$ cat config.mk
export PLATFORM = sky130hd
export DESIGN_NAME = asr_ctrl
export DESIGN_NICKNAME = d
export VERILOG_FILES = /design/src/rtl/asr_pkg.sv /design/src/rtl/asr_ctrl.sv /design/src/rtl/asr_sync.sv
export SDC_FILE = /design/constraint.sdc
export NUM_CORES = 1
export LEC_CHECK = 0
export BUFFER_PORTS_ARGS = -buffer_cell sky130_fd_sc_hd__buf_2
export CELL_PAD_IN_SITES_DETAIL_PLACEMENT = 1
export CELL_PAD_IN_SITES_GLOBAL_PLACEMENT = 1
export CORE_MARGIN = 2
export CORE_UTILIZATION = 39
export DETAILED_ROUTE_END_ITERATION = 8
export PLACE_DENSITY = 0.77
export RECOVER_POWER = 25
export SYNTH_ARGS = -nofsm -noshare
export SYNTH_HDL_FRONTEND = slang
export SYNTH_HIERARCHICAL = 1
export SYNTH_SLANG_ARGS = --single-unit
$ cat constraint.sdc
create_clock -name CLK -period 2.5 [get_ports CLK]
set_input_delay 0.375 -clock CLK [delete_from_list [all_inputs] [get_ports CLK]]
set_output_delay 0.375 -clock CLK [all_outputs]
set_load 0.03 [all_outputs]
$ cat src/rtl/asr_pkg.sv
// Package: constants, timing counts and carrier types of the static memory controller
package asr_pkg;
  // ---------------------------------------------------------------
  // Geometry
  // ---------------------------------------------------------------
  localparam int ADDR_W  = 18;
  localparam int DATA_W  = 32;
  localparam int LANES   = 4;
  localparam int LANE_W  = 8;

  // ---------------------------------------------------------------
  // Timing in nanoseconds, and cycle counts at the clock rate
  // ---------------------------------------------------------------
  localparam int CLK_PERIOD_NS          = 100;
  localparam int READ_CYCLE_NS          = 10;
  localparam int ADDR_ACCESS_NS         = 10;
  localparam int WRITE_PULSE_NS         = 8;
  localparam int DATA_SETUP_WRITE_NS    = 6;
  localparam int STROBE_FLOAT_DELAY_NS  = 4;
  localparam int DESELECT_FLOAT_DELAY_NS = 4;

  function automatic int ns_min_cycles(input int ns);
    int c;
    c = (ns + CLK_PERIOD_NS - 1) / CLK_PERIOD_NS;
    return (c < 1) ? 1 : c;
  endfunction : ns_min_cycles

  // Read: address and selects up, wait access time, sample
  localparam int READ_WAIT_CYC   = ns_min_cycles(ADDR_ACCESS_NS);
  // Write: strobe low for the float delay, then data driven for the pulse width
  localparam int WRITE_FLOAT_CYC = ns_min_cycles(STROBE_FLOAT_DELAY_NS);
  localparam int WRITE_DATA_CYC  = ns_min_cycles(WRITE_PULSE_NS);
  // Turnaround / recovery after any access
  localparam int RECOVER_CYC     = ns_min_cycles(READ_CYCLE_NS);
  localparam int CNT_W           = 4;

  // Pin reset levels
  localparam logic [LANES-1:0] LANE_IDLE = 4'hF;

  // ---------------------------------------------------------------
  // Types
  // ---------------------------------------------------------------
  typedef enum logic [2:0] {
    ST_IDLE, ST_READ, ST_WR_FLOAT, ST_WR_DATA, ST_RECOVER, ST_RETAIN
  } asr_state_t;

  typedef struct packed {
    logic                write;
    logic [ADDR_W-1:0]   addr;
    logic [DATA_W-1:0]   wdata;
    logic [LANES-1:0]    lanes;   // Active high: lane wanted
  } asr_req_t;

  typedef struct packed {
    logic [ADDR_W-1:0]   word_addr;
    logic                chip_select_n;
    logic                chip_select_high_true;
    logic                write_strobe_n;
    logic                output_gate_n;
    logic [LANES-1:0]    lane_select_n;
    logic [DATA_W-1:0]   data_out;
    logic                data_oe_n;
  } asr_pins_t;
endpackage : asr_pkg

$ cat src/rtl/asr_ctrl.sv
// Controller for a 256K x 32 asynchronous static memory with byte lanes
`timescale 1ns/1ns
module asr_ctrl
  import asr_pkg::*;
(
  input  wire logic              CLK,
  input  wire logic              RST,
  input  wire logic              REQ_VALID,
  input  wire asr_req_t          REQ,
  output logic                   REQ_READY,
  output logic                   RD_VALID,
  output logic [DATA_W-1:0]      RD_DATA,
  input  wire logic              RETAIN_REQ,
  output logic                   RETAIN_SAFE,
  output logic [ADDR_W-1:0]      WORD_ADDR,
  output logic                   CHIP_SELECT_N,
  output logic                   CHIP_SELECT_HIGH_TRUE,
  output logic                   WRITE_STROBE_N,
  output logic                   OUTPUT_GATE_N,
  output logic [LANES-1:0]       LANE_SELECT_N,
  output logic [DATA_W-1:0]      DATA_PINS_O,
  output logic                   DATA_PINS_OE_N,
  input  wire logic [DATA_W-1:0] DATA_PINS_I
);
  // ---------------------------------------------------------------
  // State
  // ---------------------------------------------------------------
  typedef struct packed {
    asr_state_t          st;
    logic [CNT_W-1:0]    cnt;
    logic                ready;
    logic                rd_valid;
    logic [DATA_W-1:0]   rd_data;
    logic                retain_safe;
    logic [LANES-1:0]    lane_mask;
    asr_pins_t           pins;
  } asr_ctrl_state_t;

  asr_ctrl_state_t s_q;
  asr_ctrl_state_t s_d;
  logic [DATA_W-1:0] pins_sync;

  // ---------------------------------------------------------------
  // Pin synchroniser
  // ---------------------------------------------------------------
  // Read data comes from off-chip and is synchronised before use
  asr_sync #(.W(DATA_W)) u_sync (
    .clk  (CLK),
    .rst  (RST),
    .din  (DATA_PINS_I),
    .dout (pins_sync)
  );

  // ---------------------------------------------------------------
  // Helpers
  // ---------------------------------------------------------------
  function automatic asr_pins_t idle_pins(input logic [ADDR_W-1:0] a);
    asr_pins_t p;
    p.word_addr             = a;
    p.chip_select_n         = 1'b1;
    p.chip_select_high_true = 1'b0;
    p.write_strobe_n        = 1'b1;
    p.output_gate_n         = 1'b1;
    p.lane_select_n         = LANE_IDLE;
    p.data_out              = '0;
    p.data_oe_n             = 1'b1;
    return p;
  endfunction : idle_pins

  function automatic logic [DATA_W-1:0] lane_merge(input logic [DATA_W-1:0] d,
                                                   input logic [LANES-1:0]  m);
    logic [DATA_W-1:0] r;
    r = '0;
    for (int i = 0; i < LANES; i++) begin
      if (m[i]) begin
        r[i*LANE_W +: LANE_W] = d[i*LANE_W +: LANE_W];
      end
    end
    return r;
  endfunction : lane_merge

  // ---------------------------------------------------------------
  // Next state
  // ---------------------------------------------------------------
  always_comb begin
    s_d          = s_q;
    s_d.rd_valid = 1'b0;
    case (s_q.st)
      ST_IDLE: begin
        s_d.pins  = idle_pins(s_q.pins.word_addr);
        s_d.ready = 1'b1;
        if (RETAIN_REQ) begin
          // Chip is already deselected here, so retention is safe at once
          s_d.ready       = 1'b0;
          s_d.retain_safe = 1'b1;
          s_d.st          = ST_RETAIN;
        end else if (REQ_VALID && s_q.ready && (REQ.lanes != '0)) begin
          s_d.ready     = 1'b0;
          s_d.lane_mask = REQ.lanes;
          // Address set with the selects, never after them
          s_d.pins.word_addr             = REQ.addr;
          s_d.pins.chip_select_n         = 1'b0;
          s_d.pins.chip_select_high_true = 1'b1;
          s_d.pins.lane_select_n         = ~REQ.lanes;
          s_d.cnt                        = '0;
          if (REQ.write) begin
            // Gate stays high, strobe falls with selects: memory never drives
            s_d.pins.write_strobe_n = 1'b0;
            s_d.pins.data_out       = REQ.wdata;
            s_d.st                  = ST_WR_FLOAT;
          end else begin
            s_d.pins.write_strobe_n = 1'b1;
            s_d.pins.output_gate_n  = 1'b0;
            s_d.st                  = ST_READ;
          end
        end
      end
      ST_READ: begin
        s_d.cnt = s_q.cnt + CNT_W'(1);
        // Wait covers address access plus two synchroniser stages
        if (s_q.cnt == CNT_W'(READ_WAIT_CYC + 2)) begin
          s_d.rd_valid = 1'b1;
          s_d.rd_data  = lane_merge(pins_sync, s_q.lane_mask);
          s_d.pins     = idle_pins(s_q.pins.word_addr);
          s_d.cnt      = '0;
          s_d.st       = ST_RECOVER;
        end
      end
      ST_WR_FLOAT: begin
        s_d.cnt = s_q.cnt + CNT_W'(1);
        // Drive data only once the strobe has held the memory off
        if (s_q.cnt == CNT_W'(WRITE_FLOAT_CYC - 1)) begin
          s_d.pins.data_oe_n = 1'b0;
          s_d.cnt            = '0;
          s_d.st             = ST_WR_DATA;
        end
      end
      ST_WR_DATA: begin
        s_d.cnt = s_q.cnt + CNT_W'(1);
        if (s_q.cnt == CNT_W'(WRITE_DATA_CYC - 1)) begin
          // End the write on the strobe; address, selects and data held
          s_d.pins.write_strobe_n = 1'b1;
          s_d.cnt                 = '0;
          s_d.st                  = ST_RECOVER;
        end
      end
      ST_RECOVER: begin
        // Data held one cycle past the strobe rise, then all released
        s_d.pins = idle_pins(s_q.pins.word_addr);
        s_d.cnt  = s_q.cnt + CNT_W'(1);
        if (s_q.cnt == CNT_W'(RECOVER_CYC - 1)) begin
          s_d.cnt   = '0;
          s_d.ready = 1'b1;
          s_d.st    = ST_IDLE;
        end
      end
      ST_RETAIN: begin
        s_d.pins = idle_pins(s_q.pins.word_addr);
        if (!RETAIN_REQ) begin
          // After supply is back, one read cycle passes before any access
          s_d.retain_safe = 1'b0;
          s_d.cnt         = '0;
          s_d.st          = ST_RECOVER;
        end
      end
      default: begin
        s_d.st = ST_IDLE;
      end
    endcase
  end

  // ---------------------------------------------------------------
  // Registers
  // ---------------------------------------------------------------
  // Pins leave reset deselected, so the memory never sees a stray write
  always_ff @(posedge CLK) begin
    if (RST) begin
      s_q             <= '0;
      s_q.st          <= ST_IDLE;
      s_q.pins        <= idle_pins('0);
    end else begin
      s_q <= s_d;
    end
  end

  // ---------------------------------------------------------------
  // Outputs, all from flops
  // ---------------------------------------------------------------
  assign REQ_READY             = s_q.ready;
  assign RD_VALID              = s_q.rd_valid;
  assign RD_DATA               = s_q.rd_data;
  assign RETAIN_SAFE           = s_q.retain_safe;
  assign WORD_ADDR             = s_q.pins.word_addr;
  assign CHIP_SELECT_N         = s_q.pins.chip_select_n;
  assign CHIP_SELECT_HIGH_TRUE = s_q.pins.chip_select_high_true;
  assign WRITE_STROBE_N        = s_q.pins.write_strobe_n;
  assign OUTPUT_GATE_N         = s_q.pins.output_gate_n;
  assign LANE_SELECT_N         = s_q.pins.lane_select_n;
  assign DATA_PINS_O           = s_q.pins.data_out;
  assign DATA_PINS_OE_N        = s_q.pins.data_oe_n;
endmodule : asr_ctrl

$ cat src/rtl/asr_sync.sv
// Two-stage synchroniser for pin data returning from the memory
`timescale 1ns/1ns
module asr_sync
  import asr_pkg::*;
#(
  parameter int W = 32
) (
  input  wire logic         clk,
  input  wire logic         rst,
  input  wire logic [W-1:0] din,
  output logic      [W-1:0] dout
);
  typedef struct packed {
    logic [W-1:0] meta;
    logic [W-1:0] sync;
  } asr_sync_state_t;

  asr_sync_state_t s_q;
  asr_sync_state_t s_d;

  // First stage is read only by the second stage
  always_comb begin
    s_d      = s_q;
    s_d.meta = din;
    s_d.sync = s_q.meta;
  end

  always_ff @(posedge clk) begin
    if (rst) begin
      s_q <= '0;
    end else begin
      s_q <= s_d;
    end
  end

  assign dout = s_q.sync;
endmodule : asr_sync

# == Yosys cells after proc, flatten, opt, wreduce, memory -nomap -nowiden ==
# Index checks and enable logic that the tools add are counted.
# word_totals
regBits,169
latch_bits,0
ramBits,0
mem_bits_ro,0
input_bits,91
out_inout_bits,94
elab_cells,94
n_memories,0
# classes
n_addsub,1
mul,0
div_mod_pow,0
magnitude_cmp,0
n_eq_ne,15
n_shift,0
mux,33
bitwise,4
reduce_logical,24
# op_table
operator,count
58-bit two-way mux,2
37-bit case mux with 3 select lines,1
20-bit case mux with 3 select lines,1
8-bit two-way mux,6
41-bit two-way mux,1
33-bit two-way mux,1
32-bit two-way mux,1
7-bit two-way mux,4
4-bit case mux with 6 select lines,1
3-bit case mux with 6 select lines,1
"2-bit inequality test, second input constant",8
3-bit AND reduction,4
4-bit nonzero test,2
1-bit two-way mux,7
"3-bit by 2-bit equality test with 1-bit output, second input constant",2
"3-bit equality test, second input constant",2
2-bit AND reduction,3
6-bit AND reduction,1
3-bit nonzero test,2
6-bit nonzero test,1
5-bit AND reduction,1
"4-bit by 1-bit adder with 4-bit output, second input constant",1
"4-bit by 2-bit equality test with 1-bit output, second input constant",1
4-bit logical NOT,1
other kinds (16),22

# == Longest topological paths before layout ==
# logic_depth
depth_word,5
depth_mapped,10
depth_no_buf,7

# == By module ==
# Netlist, hierarchy kept.
# modules_own_cells
module,instances,cells_per_inst,area_each_um2,seq_area_each_um2
asr_ctrl,1,488,4543.1,2102.0
asr_sync,1,135,1918.1,1281.2

# == Worst setup path after synthesis ==
# Ideal clock, no wire load.
# synth_path
kind,register -> register
from,register s_q[103] (netlist bit)
to,"register s_q, in the netlist WORD_ADDR[17]"
setup_ns,0.071
arrival_time_ns,1.881
setup_slack_ns,0.548
path_stages_with_launch,11
synth_period_minus_slack_ns,1.952
cell_sequence,dfxtp_1 buf_2 inv_1 ha_1 nor4_1 and2_0 buf_2 buf_4 buf_6 nand2_1 a21oi_1
# synth_between
elab_chain_cells,4
word_cells_on_any_way,8
classes_between,eq/ne: 3; bitwise: 2; reduce/logical: 3
# synth_rtl
element,line,text
from (decl),asr_ctrl.sv:39,asr_ctrl_state_t s_q;
3-bit equality test,asr_ctrl.sv:88,case (s_q.st)
2-bit OR reduction (no line),n/a,
1-bit NOT (no line),n/a,
5-bit AND reduction (no line) *,n/a,
# Mark *: on every way between the ends. The rest lies on a longest branch, timed or not.
# A chain may end at the register's enable or synchronous reset.

# == Worst setup path in the final report ==
# layout_path
from,register s_q[103] (netlist bit)
to,"register s_q, in the netlist DATA_PINS_O[17]"
# layout_between
elab_chain_cells,4
word_cells_on_any_way,9
classes_between,eq/ne: 4; mux: 1; reduce/logical: 4
# layout_rtl
element,line
3-bit equality test,asr_ctrl.sv:88
2-bit OR reduction (no line),n/a
3-bit nonzero test (no line),n/a
2-bit AND reduction (no line),n/a
# Several ways; a longest one is shown, not always the timed one.

==> summary.md <==
| Metric | Value |
|---|---|
| Run status | `finished, final reports clean` |
| GPL Wtd Cong | `0.8009` |
| Seq/Total Area, Yosys | `52.36%` |
| Minimum clock period | `2.184 ns` |
| Max Root-Sink Buffers | `2` |
| Power per cell area | `around 830 nW/um2` |
| H-tree depth | `4` |
| Worst path required time | `2.85 ns` |
| Setup CP Type | `flop to flop` |
| Clock Skews | `~0.012 ns` |
| Sequential share of power | `between 40% and 50%` |
| Synthesized area per cell | `10.37 um2` |
| First-pass GRT wire length | `roughly 23000 um` |
| Root Driver | `clkbuf_16` |
| Cts bufs inserted | `17` |
| Netlist Area Pre-Place | `6461 um2` |
| Setup crit end kind | `flop` |
| Initial core utilization | `39.38%` |
| Fin. Hold Viols | `0` |
| Asr flop ratio synth | `0%` |
| Worst min-delay path category | `primary input to flop` |
| DIE HEIGHT | `132.7 um` |
| Tightest hold margin | `around 0.16 ns` |
| R2r worst-path depth | `6` |
| Diode count | `0` |
| Vias/cell | `4.764` |
| Initial DRC count | `146` |
| # setup viols final | `0` |
| Logic pwr share | `11.1%` |
| Clock Pin Slew Worst Setup and Hold Paths | `0.07 ns` |
| CTS tree | `built` |
| Worst slew margin | `3.556%` |
| Initial antenna violation count | `0` |
| Register area | `3383 um2` |
| Peak supply drop | `approximately 0.5 mV` |
| Crit path DAT | `2.53 ns` |
| Post-DP HPWL | `10230 um` |
| Routed wire length | `14290 um` |
| DRT Pass-1 Iters | `5` |
| # DRC | `0` |
| Clk sinks | `approximately 170` |
| Unique masters post-synth | `48` |
| Max-slew violations | `0` |
| Layout Utilization | `45.36%` |
| Unrepaired setup endpoints after global routing | `false` |
| Int Pwr | `4.559 mW` |
| Maximum net fanout on the critical path | `32` |
| # Post-CTS Setup Buffers | `0` |
| Num rows | `between 40 and 50` |
| Pin count of the biggest net entering global routing | `57` |
| Final Cycle Share | `between 80% and 90%` |
| I/O pin cnt | `185` |
| Setup tns final | `0 ns` |
| Hold Path End | `u_sync/s_d[22]` |
| Mapped Nets | `719` |
| CP startpoint kind | `flop` |
| Core Footprint | `16410 um2` |
| Post-route antenna net violation count | `0` |
| Fin nets | `805` |
| P_sw | `1.625 mW` |
| Leak | `approximately 3.2 nW` |
| Clock network power share | `approximately 43%` |
| Die X | `132.7 um` |
| GRT Util Overall | `between 10% and 20%` |
| EDFF count, synth | `0` |
| Routed len/inst | `15.17 um` |
| Die area | `17610 um2` |
| Switching Fraction | `about a quarter` |
| Hold Startpoint | `DATA_PINS_I[22]` |
| Reg-to-reg startpoint | `s_q[103]` |
| Layout area overhead | `15.18%` |
| Reg2reg end | `DATA_PINS_O[17]` |
| Worst-Skew Late Latency | `approximately 0.43 ns` |
| Worst Tran Pin Value | `1.447 ns` |
| Number of global-route vias before repair | `4685` |
| Grt ovf | `0` |
| IO buf count | `184` |
| Max_cap viols | `0` |
| Max Clk Rate | `457.9 MHz` |
| Layout fillers | `1872` |
| Most used DFF post-synth | `dfxtp_1` |
| FF-to-FF setup slack | `0.32 ns` |
| Multi-input gate area | `2177 um2` |
| Post-synthesis register bit count | `about 170` |
| Hold Path Cell Cnt | `2` |
| # hold bufs at CTS | `0` |
| Via Count | `4488` |
| Synth Instances | `623` |
| Share of post-route cells with drive strength above 1 | `40.17%` |
| Ys Warns | `6` |
per-stage QoR:
stage	worst slack [ns]	cell area, um2	instances	power (mW)
final	0.3161	7442	942	6.185
after global routing	0.1290	7442	942	6.450
after CTS	0.3051	7458	942	6.273
after detailed placement	-0.07520	6857	910	3.584
after global placement	0.2896	6857	910	3.544
after floorplan	0.5481	6461	623	3.388
placed cells by master, fill, tap and decap left out, types with 3 or more instances in the layout:
cell,instances
a21oi_1,26
a22o_1,32
a22oi_1,32
a31oi_1,4
and2_1,6
buf_2,182
buf_4,7
clkbuf_16,17
dfxtp_1,169
ha_1,5
inv_1,6
inv_6,3
inv_8,3
mux2i_1,5
nand2_1,46
nand2b_1,9
nand3_1,3
nor2_1,46
nor2b_1,9
nor2b_2,55
nor3_1,4
o21ai_0,5
o21ai_2,3
o2bb2ai_1,4
worst max-delay path by stage:
stage | slack, ns | cells after the start | startpoint | end
finish | 0.32 | 6 | s_q[103] | DATA_PINS_O[17]
global route | 0.13 | 6 | s_q[103] | DATA_PINS_O[17]
CTS | 0.31 | 6 | s_q[103] | DATA_PINS_O[17]
detailed placement | -0.08 | 6 | s_q[103] | DATA_PINS_O[2]
global placement | 0.29 | 6 | s_q[103] | DATA_PINS_O[3]
floorplan | 0.55 | 10 | s_q[103] | WORD_ADDR[17]
Yosys cell counts, types with 2 or more instances:
| library cell | n | share of area, % |
|---|---|---|
| nand2_1 | 46 | 2.7 |
| a22o_1 | 32 | 4.3 |
| nor2b_1 | 4 | 0.39 |
| o311ai_0 | 2 | 0.27 |
| ha_1 | 5 | 0.97 |
| a21oi_1 | 26 | 2.0 |
| o21ai_1 | 2 | 0.15 |
| buf_2 | 9 | 0.70 |
| buf_8 | 2 | 0.46 |
| nor2_1 | 46 | 2.7 |
| o31ai_1 | 2 | 0.23 |
| dfxtp_1 | 169 | 52 |
| and3b_1 | 2 | 0.27 |
| nor2b_2 | 60 | 8.1 |
| o2bb2ai_1 | 4 | 0.54 |
| buf_4 | 88 | 10 |
| inv_1 | 6 | 0.35 |
| mux2i_1 | 5 | 0.77 |
| nor3_1 | 4 | 0.31 |
| a31oi_1 | 5 | 0.48 |
| a22oi_1 | 32 | 3.7 |
| buf_6 | 7 | 1.2 |
| nand2b_1 | 9 | 0.87 |
| nand3_1 | 3 | 0.23 |
| o21ai_0 | 5 | 0.39 |
| or3b_2 | 2 | 0.27 |
| and2_1 | 6 | 0.58 |
| o21ai_2 | 2 | 0.27 |
| clkbuf_1 | 19 | 1.1 |
power by group through the flow:
stage	combinational [mW]	sequential (mW)	clock, mW
CTS	0.694	2.83	2.75
finish	0.687	2.83	2.66
global route	0.758	2.84	2.85
global placement	0.658	2.89	0
floorplan	0.483	2.90	0
detailed placement	0.691	2.89	0
per-layer routing:
layer	vias up	global-route usage (%)	wire length [um]
li1	2180	-	-
met1	2139	19.12	6080
met2	139	27.75	6941
met3	30	5.670	950
met4	0	7.049	322
met5	-	0	0
critical path, cell delays in order (launching register included):
cell	delay (ns)
dfxtp_1	0.35
inv_1	0.09
ha_1	0.26
nor4_1	0.41
and3_2	0.70
a22oi_1	0.14
nor2_1	0.15
flip-flops by register name, indices dropped and copies added (netlist names):
signal and cells:
CHIP_SELECT_N 1, RETAIN_SAFE 1, WRITE_STROBE_N 1, DATA_PINS_OE_N 1
LANE_SELECT_N 4, REQ_READY 1, RD_DATA 32, s_q 11
u_sync/dout 32, WORD_ADDR 18, OUTPUT_GATE_N 1, CHIP_SELECT_HIGH_TRUE 1
DATA_PINS_O 32, u_sync/s_d 32, RD_VALID 1
cell type report:
type | instances | share of cell area, %
clock inverter | 13 | 2.118
multi-input combinational | 323 | 29.25
clock buffer | 19 | 5.952
tap | 220 | 3.699
inverter | 6 | 0.3026
sequential | 169 | 45.46
timing repair buffer | 192 | 13.21
what timing repair did:
action                     CTS  global route
setup endpoints to repair   32             0
resized for setup            1             0
hold endpoints to repair     0             0
kinds of logic (layout without fill, tap and decap cells):
logic type | after synthesis | in the layout | share of synthesized area [%]
DFF | 169 | 169 | 52.36
and+or+nand+nor | 191 | 191 | 17.87
AOI/OAI and AO/OA | 122 | 122 | 13.96
adders and majority gates | 5 | 5 | 0.9682
buffers and inverters | 131 | 230 | 14.06
muxes | 5 | 5 | 0.7746
No activity file was read; power rests on OpenSTA's default activity.
